===== src/rtl/mps_pkg.sv =====
// Package with timing constants and state codes for the power sequencer
package mps_pkg;
    localparam int unsigned CLK_PERIOD_PS = 4000;
    localparam longint unsigned ON_HOLD_MS = 2000;
    localparam longint unsigned OFF_HOLD_MS = 3000;
    localparam longint unsigned RST_HOLD_MS = 100;
    localparam longint unsigned PS_PER_MS = 1000000000;
    localparam longint unsigned ON_HOLD_CYC = (ON_HOLD_MS * PS_PER_MS + CLK_PERIOD_PS - 1) / CLK_PERIOD_PS;
    localparam longint unsigned OFF_HOLD_CYC = (OFF_HOLD_MS * PS_PER_MS + CLK_PERIOD_PS - 1) / CLK_PERIOD_PS;
    localparam longint unsigned RST_HOLD_CYC = (RST_HOLD_MS * PS_PER_MS + CLK_PERIOD_PS - 1) / CLK_PERIOD_PS;
    localparam int unsigned CNT_W = 30;
    localparam logic [1:0] SYNC_RST_VAL = 2'h3;

    typedef enum logic [2:0] {
        ST_OFF = 3'b000,
        ST_BOOT = 3'b001,
        ST_RUN = 3'b010,
        ST_KEY_WAIT = 3'b011,
        ST_SHUT = 3'b100
    } mps_state_t;
endpackage


===== src/rtl/mps_sequencer.sv =====
// Power on, power off and reset sequencer of the module
`timescale 1ns/1ps
module mps_sequencer #(
    parameter logic [mps_pkg::CNT_W-1:0] ON_HOLD_CYCLES = mps_pkg::CNT_W'(mps_pkg::ON_HOLD_CYC),
    parameter logic [mps_pkg::CNT_W-1:0] OFF_HOLD_CYCLES = mps_pkg::CNT_W'(mps_pkg::OFF_HOLD_CYC),
    parameter logic [mps_pkg::CNT_W-1:0] RST_HOLD_CYCLES = mps_pkg::CNT_W'(mps_pkg::RST_HOLD_CYC)
) (
    input wire logic core_clk,
    input wire logic sys_rst,
    input wire logic power_key_n,
    input wire logic reset_n,
    input wire logic shutdown_command,
    input wire logic shutdown_done,
    output logic power_on,
    output logic core_reset,
    output logic shutdown_req,
    output logic power_down_done
);
    mps_pkg::mps_state_t state_q;
    mps_pkg::mps_state_t state_d;
    logic key_low;
    logic key_on_held;
    logic key_off_held;
    logic rst_low;
    logic rst_held;
    logic rst_armed_q;
    logic rst_armed_d;
    logic off_armed_q;
    logic off_armed_d;
    logic core_reset_q;
    logic power_on_q;
    logic shutdown_req_q;
    logic done_q;

    ////////////////////////////////////////////////////////////////////////
    // Line timers
    mps_low_timer u_key_on (
        .core_clk(core_clk),
        .sys_rst(sys_rst),
        .line_n(power_key_n),
        .limit(ON_HOLD_CYCLES),
        .low(key_low),
        .held(key_on_held)
    );

    mps_low_timer u_key_off (
        .core_clk(core_clk),
        .sys_rst(sys_rst),
        .line_n(power_key_n),
        .limit(OFF_HOLD_CYCLES),
        .low(),
        .held(key_off_held)
    );

    mps_low_timer u_rst (
        .core_clk(core_clk),
        .sys_rst(sys_rst),
        .line_n(reset_n),
        .limit(RST_HOLD_CYCLES),
        .low(rst_low),
        .held(rst_held)
    );

    ////////////////////////////////////////////////////////////////////////
    // Press arming
    wire rst_release = rst_armed_q && !rst_low;
    wire key_release = off_armed_q && !key_low;
    assign rst_armed_d = rst_held ? 1'b1 : (rst_low ? rst_armed_q : 1'b0);
    wire in_run = state_q == mps_pkg::ST_RUN;
    assign off_armed_d = (in_run && key_off_held) ? 1'b1 : (key_low ? off_armed_q : 1'b0);

    always_ff @(posedge core_clk or posedge sys_rst) begin
        if (sys_rst) begin
            rst_armed_q <= 1'b0;
            off_armed_q <= 1'b0;
        end else begin
            rst_armed_q <= rst_armed_d;
            off_armed_q <= off_armed_d;
        end
    end

    ////////////////////////////////////////////////////////////////////////
    // State machine
    always_comb begin
        state_d = state_q;
        unique case (state_q)
            mps_pkg::ST_OFF: begin
                if (key_on_held) begin
                    state_d = mps_pkg::ST_BOOT;
                end
            end
            mps_pkg::ST_BOOT: begin
                state_d = mps_pkg::ST_KEY_WAIT;
            end
            mps_pkg::ST_KEY_WAIT: begin
                if (shutdown_command) begin
                    state_d = mps_pkg::ST_SHUT;
                end else if (!key_low) begin
                    state_d = mps_pkg::ST_RUN;
                end
            end
            mps_pkg::ST_RUN: begin
                if (shutdown_command || key_release) begin
                    state_d = mps_pkg::ST_SHUT;
                end
            end
            mps_pkg::ST_SHUT: begin
                if (shutdown_done) begin
                    state_d = mps_pkg::ST_OFF;
                end
            end
            default: begin
                state_d = mps_pkg::ST_OFF;
            end
        endcase
    end

    function automatic logic powered(input mps_pkg::mps_state_t st);
        return st != mps_pkg::ST_OFF;
    endfunction

    wire running = powered(state_d);

    always_ff @(posedge core_clk or posedge sys_rst) begin
        if (sys_rst) begin
            state_q <= mps_pkg::ST_OFF;
            power_on_q <= 1'b0;
            core_reset_q <= 1'b1;
            shutdown_req_q <= 1'b0;
            done_q <= 1'b1;
        end else begin
            state_q <= state_d;
            power_on_q <= running;
            core_reset_q <= !running || rst_low || state_d == mps_pkg::ST_BOOT;
            shutdown_req_q <= state_d == mps_pkg::ST_SHUT;
            done_q <= state_d == mps_pkg::ST_OFF;
        end
    end

    assign power_on = power_on_q;
    assign core_reset = core_reset_q;
    assign shutdown_req = shutdown_req_q;
    assign power_down_done = done_q;

    ////////////////////////////////////////////////////////////////////////
    // Check helpers
    logic [mps_pkg::CNT_W-1:0] low_run_q;
    logic [mps_pkg::CNT_W-1:0] low_run_d;
    wire low_run_full = &low_run_q;
    assign low_run_d = !key_low ? '0 : (low_run_full ? low_run_q : low_run_q + 1'b1);

    always_ff @(posedge core_clk or posedge sys_rst) begin
        if (sys_rst) begin
            low_run_q <= '0;
        end else begin
            low_run_q <= low_run_d;
        end
    end

    ////////////////////////////////////////////////////////////////////////
    // Checks
    AST_ON_NEEDS_HOLD: assert property (@(posedge core_clk) disable iff (sys_rst)
        $rose(state_q == mps_pkg::ST_BOOT) |-> $past(key_on_held))
        else $error("Start without full key hold");
    AST_OFF_ON_RELEASE: assert property (@(posedge core_clk) disable iff (sys_rst)
        (state_q == mps_pkg::ST_RUN && key_release && !shutdown_command) |=> state_q == mps_pkg::ST_SHUT)
        else $error("Key release did not start shutdown");
    AST_CMD_SHUTS: assert property (@(posedge core_clk) disable iff (sys_rst)
        (state_q == mps_pkg::ST_RUN && shutdown_command) |=> ##1 shutdown_req)
        else $error("Command did not raise shutdown request");
    AST_DONE_ONLY_OFF: assert property (@(posedge core_clk) disable iff (sys_rst)
        power_down_done |-> !power_on)
        else $error("Done while powered");
    AST_TIED_KEY_BOOTS: assert property (@(posedge core_clk) disable iff (sys_rst)
        (state_q == mps_pkg::ST_OFF && key_on_held) |=> ##1 power_on)
        else $error("Held key did not power up");
    AST_RST_HOLDS: assert property (@(posedge core_clk) disable iff (sys_rst)
        (rst_low && power_on) |=> core_reset)
        else $error("Reset line low but core not in reset");
    AST_SHUT_WAITS: assert property (@(posedge core_clk) disable iff (sys_rst)
        (state_q == mps_pkg::ST_SHUT && !shutdown_done) |=> state_q == mps_pkg::ST_SHUT)
        else $error("Shutdown left without completion");
    AST_RST_RELEASE_ARMED: assert property (@(posedge core_clk) disable iff (sys_rst)
        rst_release |-> $past(rst_held, 2) || $past(rst_armed_q))
        else $error("Reset release without full hold");
    AST_ON_FULL_COUNT: assert property (@(posedge core_clk) disable iff (sys_rst)
        $rose(state_q == mps_pkg::ST_BOOT) |-> $past(low_run_q) >= ON_HOLD_CYCLES)
        else $error("Start before the key was low long enough");
    AST_OFF_FULL_COUNT: assert property (@(posedge core_clk) disable iff (sys_rst)
        key_release |-> low_run_q >= OFF_HOLD_CYCLES)
        else $error("Off release before the key was low long enough");
    AST_BOOT_IN_RESET: assert property (@(posedge core_clk) disable iff (sys_rst)
        (state_q == mps_pkg::ST_BOOT) |-> core_reset)
        else $error("Core out of reset during boot");
    AST_SHORT_PRESS_IGNORED: assert property (@(posedge core_clk) disable iff (sys_rst)
        (state_q == mps_pkg::ST_OFF && !key_on_held) |=> state_q == mps_pkg::ST_OFF)
        else $error("Left power down without full key hold");
    AST_ON_PRESS_KEEPS_ON: assert property (@(posedge core_clk) disable iff (sys_rst)
        (state_q == mps_pkg::ST_KEY_WAIT && !shutdown_command) |=> (power_on && !shutdown_req))
        else $error("Turn on press also turned the module off");
    AST_TIED_STAYS_ON: assert property (@(posedge core_clk) disable iff (sys_rst)
        (state_q == mps_pkg::ST_KEY_WAIT && key_low && !shutdown_command) |=> state_q == mps_pkg::ST_KEY_WAIT)
        else $error("Held key left the wait for release");
    AST_DONE_POWERS_OFF: assert property (@(posedge core_clk) disable iff (sys_rst)
        (state_q == mps_pkg::ST_SHUT && shutdown_done) |=> (power_down_done && !power_on && core_reset))
        else $error("Completed shutdown did not power down");
    AST_POWER_FOLLOWS_STATE: assert property (@(posedge core_clk) disable iff (sys_rst)
        power_on == powered(state_q))
        else $error("Power output disagrees with state");
    AST_RUN_OUT_OF_RESET: assert property (@(posedge core_clk) disable iff (sys_rst)
        (state_q == mps_pkg::ST_RUN && state_d == mps_pkg::ST_RUN && !rst_low) |=> !core_reset)
        else $error("Core held in reset after reset line release");
    AST_REQ_ONLY_SHUT: assert property (@(posedge core_clk) disable iff (sys_rst)
        shutdown_req |-> state_q == mps_pkg::ST_SHUT)
        else $error("Shutdown request outside shutdown");
endmodule


===== src/rtl/mps_low_timer.sv =====
// Synchroniser and low-time counter for one active-low input line
`timescale 1ns/1ps
module mps_low_timer (
    input wire logic core_clk,
    input wire logic sys_rst,
    input wire logic line_n,
    input wire logic [mps_pkg::CNT_W-1:0] limit,
    output logic low,
    output logic held
);
    logic [1:0] sync_q;
    logic [mps_pkg::CNT_W-1:0] cnt_q;
    logic [mps_pkg::CNT_W-1:0] cnt_d;
    wire line_low = ~sync_q[1];
    wire at_limit = cnt_q >= limit;

    always_ff @(posedge core_clk or posedge sys_rst) begin
        if (sys_rst) begin
            sync_q <= mps_pkg::SYNC_RST_VAL;
        end else begin
            sync_q <= {sync_q[0], line_n};
        end
    end

    always_comb begin
        if (!line_low) begin
            cnt_d = '0;
        end else if (at_limit) begin
            cnt_d = cnt_q;
        end else begin
            cnt_d = cnt_q + 1'b1;
        end
    end

    always_ff @(posedge core_clk or posedge sys_rst) begin
        if (sys_rst) begin
            cnt_q <= '0;
        end else begin
            cnt_q <= cnt_d;
        end
    end

    assign low = line_low;
    assign held = line_low && at_limit;
endmodule


===== config.mk =====
export PLATFORM = sky130hd
export DESIGN_NAME = mps_sequencer
export DESIGN_NICKNAME = d
export VERILOG_FILES = /design/src/rtl/mps_pkg.sv /design/src/rtl/mps_sequencer.sv /design/src/rtl/mps_low_timer.sv
export SDC_FILE = /design/constraint.sdc
export NUM_CORES = 1
export LEC_CHECK = 0
export ABC_AREA = 1
export BUFFER_PORTS_ARGS = -buffer_cell sky130_fd_sc_hd__buf_2
export CORE_MARGIN = 2
export CORE_UTILIZATION = 40
export CTS_CLUSTER_DIAMETER = 150
export DETAILED_ROUTE_END_ITERATION = 7
export HOLD_SLACK_MARGIN = 0.15
export PLACE_DENSITY = 0.65
export SYNTH_ARGS = -nofsm -noshare
export SYNTH_HDL_FRONTEND = slang
export SYNTH_SLANG_ARGS = --single-unit

===== constraint.sdc =====
create_clock -name core_clk -period 2.1 [get_ports core_clk]
set_input_delay 0.42 -clock core_clk [delete_from_list [all_inputs] [get_ports core_clk]]
set_output_delay 0.42 -clock core_clk [all_outputs]
set_load 0.01 [all_outputs]

Yosys cells after proc, flatten, opt, wreduce, memory -nomap -nowiden
Index checks and enable logic that the tools add are counted.

Bits in registers: 74. Word-level logic and storage cells: 50. Input bits: 6. Output and inout port bits: 4.

Mux-type cells: 12. Reductions and logical operators: 12. Bitwise operators: 3. Magnitude comparators: 2. $add $sub $neg: 2. Equality and inequality tests: 8.

Operators with widths (count): 30-bit two-way mux (4); 30-bit by 1-bit adder with 30-bit output (second input constant) (2); 30-bit by 29-bit >= comparator with 1-bit output (second input constant) (1); 30-bit >= comparator (second input constant) (1); 3-bit two-way mux (5); 3-bit case mux with 5 select lines (1); 3-bit by 1-bit == test with 1-bit output (second input constant) (2); 3-bit by 2-bit == test with 1-bit output (second input constant) (2); 3-bit == test (second input constant) (2); 3-bit zero test (2); 1-bit logical AND (4); 2-bit by 1-bit inequality test with 1-bit output (second input constant) (2); 1-bit logical OR (3); 1-bit NOT (3); 3-bit nonzero test (1); 1-bit two-way mux (2); 2-bit nonzero test (1); 1-bit zero test (1).

Longest topological paths before layout
Depth after elaboration: 8. Gate-level depth with buffers: 11. Depth with buffers taken out: 11.

Cells and area by module
From an unflattened synthesis, not the netlist that was laid out.

Cells, all modules: 1566. Area total of the unflattened synthesis: 10089.7 um^2.

Modules (own cells, without submodules): mps_low_timer (u_key_off ...) (sequential area each 803.3 um^2, cells an instance 511, area each 3224.3 um^2, times used 2); mps_low_timer (u_key_on) (sequential area each 803.3 um^2, cells an instance 502, area each 3268.1 um^2, times used 1); mps_sequencer (sequential area each 202.7 um^2, cells an instance 42, area each 372.9 um^2, times used 1).

Least setup slack after synthesis
OpenSTA, ideal clock, no wires.

Kind: reg-to-reg. Start: reg u_key_off.cnt_q[0] (netlist bit). End: reg u_key_off.cnt_q[28] (netlist bit). Setup time: 117 ps. Data required time: 1983 ps. Slack: 587 ps. Buffers on the path: 0. Arrival: 1396 ps. Stages on the path, launching flop included: 11. Period minus slack after synthesis: 1513 ps. Path through: dfrtp_1 ha_1 inv_1 nor2_2 inv_1 nor2_2 nand3_1 nand2_1 nor2_1 nand2_1 nand2_1.

Word-level cells in the longest chain between the ends: 3. Elaborated cells between the ends (all ways): 5. Those cells by class: add/sub: 1; order compare: 1; eq/ne: 1; mux: 2.

Ends and longest elaborated chain: from (decl) (line mps_low_timer.sv:12) `logic [mps_pkg::CNT_W-1:0] cnt_q;`; from (signal assigned) (line mps_low_timer.sv:39) `cnt_q <= cnt_d;`; 30-bit by 1-bit adder with 30-bit output (line mps_low_timer.sv:31) `cnt_d = cnt_q + 1'b1;`; 30-bit two-way mux (line mps_low_timer.sv:28) `end else if (at_limit) begin`; 30-bit two-way mux (line mps_low_timer.sv:26) `if (!line_low) begin`.

Several ways; a longest one is shown, not always the timed one. The select of a mux whose other input is x is not followed. A chain may end at the register's enable or synchronous reset.

Worst setup path after layout
Start: reg u_key_off.cnt_q[0] (netlist bit). End: reg u_key_off.cnt_q[16] (netlist bit).

Same word-level chain as after synthesis.

==> metrics.txt <==
slack of the critical path=0.294 ns; pwr dens=approximately 570 mW/mm^2; Yosys reg bits=a little over 70; Yosys cell types=28; Layout Nets=789; Die Height=115 microns; GRT overflow=0; maximum vdd drop=around 0.4 mV; IO buf count=9; commonest register cell after synthesis=dfrtp_1; crit-path max FO=6; multi-input logic area=0.00269 sq mm; DRT Wirelength=12.1 mm; Max clock buf depth=2; Register Area=0.00181 sq mm; R2R cell count=8; vias in the first global route=~4200; Placer Congestion=0.926; Avg Cell Area, Syn=6.39 sq um; share of cells above drive strength 1=7.40%; relative slew slack=66.1%; Post-Syn Instances=a little under 800; Ant. Diodes=0; RSZ-0062 raised after global routing=no; Power, Total=about 3.1 mW; MaxCap Viol Count=0; Rows=40; ys async rst share=100%; Routed Antenna Nets=0; WL per Instance=between 10 and 15 microns; clk sinks=72; initial antenna violation count=0; synthesis warning total=0; Total Routing Usage GR=19.9%; vias after detailed routing=4553; Worst-Skew Late Latency=between 0.3 and 0.4 ns; setup TNS=0 ns; drt drc=0; Area Overhead vs Synth=9.47%; H-tree Lvls=3; Post-synth EDFFs=0; CP Capture Type=flip-flop; sequential fraction of the synthesis area=between 30% and 40%; Ports=10; hold depth=1; Hold Vio Cnt, Final=0; highest clock rate=0.554 GHz; status=complete, no violations; # fillers=1244; Tcrit/Tclk final=86.0%; Iteration-0 DRC Markers=360; CORE AREA=~0.012 sq mm; Slew Limit Fails=0; Setup CP Type=reg2reg; Startpoint Class=flip-flop; Worst Tran Pin Value=slightly above 0.5 ns; top cells by area, synth=dfrtp_1 34%, nand2_1 23%, nor2_1 10%; first-pass GRT wire length=between 20 and 25 mm; largest net degree at the start of global routing=40; Critical Path RT=2.38 ns; pre-CTS WS=approximately 0.29 ns; Yosys top cell area share=33.6%; dominant cell type by area after synthesis=dfrtp_1; syn_nets=about 780; Initial Util=40.9%; CTS tree=built; Root Buffer=clkbuf_16; clock skew=slightly above 0.009 ns; TritonCTS Buffers=9; hpwl dp=8.74 mm; Post-synth top cells=305 x nand2_1, 132 x nor2_1, 85 x nand3_1, 69 x inv_1, 66 x dfrtp_1; most common cell in the synthesized netlist=nand2_1; DR pass1 iterations=5; fin crit period=1.81 ns; setup bufs post-CTS=0; # setup viols final=0; Worst Path Arrival=2.09 ns; Vias/cell=4.89; Die Width=115 microns; hold crit path type=in2reg; Pleak=2.60 nW; Synth Cell Area=0.00491 sq mm; Clock transition at path regs=around 0.06 ns; die area=approximately 0.013 sq mm
==> critical path, cell delays in order, from the launching register on <==
cell     delay [ns]
dfrtp_1        0.45
ha_1           0.29
inv_1          0.09
nor2_2         0.22
nand2_1        0.18
nor2_1         0.19
xor2_1         0.16
nand3_1        0.09
nand2_1        0.08
==> layout by cell type (no fill, tap or decap) <==
master,instances
dlygate4sd3_1,1
buf_4,8
nor3_1,3
buf_2,9
nor4_1,1
nor2_1,132
clkbuf_16,9
a21oi_1,3
nand4_1,15
clkinv_2,3
ha_1,4
clkbuf_8,3
nand2_1,305
o21ai_0,9
nand2_4,1
o21bai_1,1
dfrtp_1,66
dfstp_2,6
nor2_2,6
inv_2,4
o21ai_1,3
inv_1,68
xor2_1,22
nor2_4,2
nor2_8,1
nand3_1,85
xnor2_1,7
nand2_2,3
buf_12,1
clkbuf_1,1
clkinvlp_4,1
nand3_2,1
==> final timing paths <==
| kind | startpoint | endpoint | slack [ns] |
|---|---|---|---|
| min | reset_n | u_rst.sync_q[0]$_DFF_PP1_ | 0.18 |
| min in group asynchronous | sys_rst | u_key_off.cnt_q[15]$_DFFE_PP0P_ | 0.65 |
| max reg2reg | u_key_off.cnt_q[0]$_DFFE_PP0P_ | u_key_off.cnt_q[16]$_DFFE_PP0P_ | 0.29 |
| max | u_key_off.cnt_q[0]$_DFFE_PP0P_ | u_key_off.cnt_q[16]$_DFFE_PP0P_ | 0.29 |
| max in group asynchronous | sys_rst | u_key_off.sync_q[1]$_DFF_PP1_ | 0.84 |
| min reg2reg | u_rst.sync_q[0]$_DFF_PP1_ | u_rst.sync_q[1]$_DFF_PP1_ | 0.35 |
==> report_power, final <==
part | leakage, nW | switching (mW) | internal, mW
logic | 1.48 | 0.0978 | 0.0368
registers | 0.979 | 0.0192 | 1.42
clock network | 0.145 | 0.599 | 0.891
==> what timing repair did <==
action / 4_1_cts / 5_1_grt
endpoints found under the hold margin: 17 / 0
hold buffers: 1 / 0
gates resized for setup: 0 / 0
==> sequential cells by signal (all words and copies together), names as in the netlist, 2 cells and up <==
register / flops
u_rst.sync_q: 2
u_key_on.cnt_q: 30
state_q: 3
u_key_off.cnt_q: 30
u_key_off.sync_q: 2
==> layout make-up <==
| cell class | instances | share of cell area (%) |
|---|---|---|
| clock buffers | 13 | 5.02 |
| flip-flops and latches | 72 | 33.6 |
| well taps | 147 | 3.42 |
| multi-input cells | 604 | 50.0 |
| clock inverters | 3 | 0.279 |
| repair buffers | 19 | 2.51 |
| inverters | 73 | 5.16 |
==> per-layer routing <==
layer	global-route usage, %	wire, microns	up-vias
met2	29.1	5270	84
met3	3.22	457	15
met5	0	0	-
li1	-	-	2402
met1	29.5	6160	2052
met4	7.47	194	0
==> through the flow <==
step	std cells	hold slack, ns	area, sq um	utilization (%)
floorplan	769	0.345	4920	-
global placement	914	0.347	5080	42.3
detailed placement	914	0.348	5080	42.3
CTS	931	0.170	5380	44.8
global route	931	0.171	5380	44.8
finish	931	0.177	5380	44.8
==> kinds of logic after synthesis <==
| family | count (synthesis) | share of synthesized area, % |
|---|---|---|
| AO/OA/AOI/OAI | 16 | 1.68 |
| XOR/XNOR | 29 | 5.17 |
| adder cells (fa/ha/maj) | 4 | 1.02 |
| buffers and inverters | 93 | 8.48 |
| flip-flops | 72 | 36.8 |
| AND/OR/NAND/NOR | 555 | 46.8 |
Note: power is estimated with default switching activity, not from simulation.
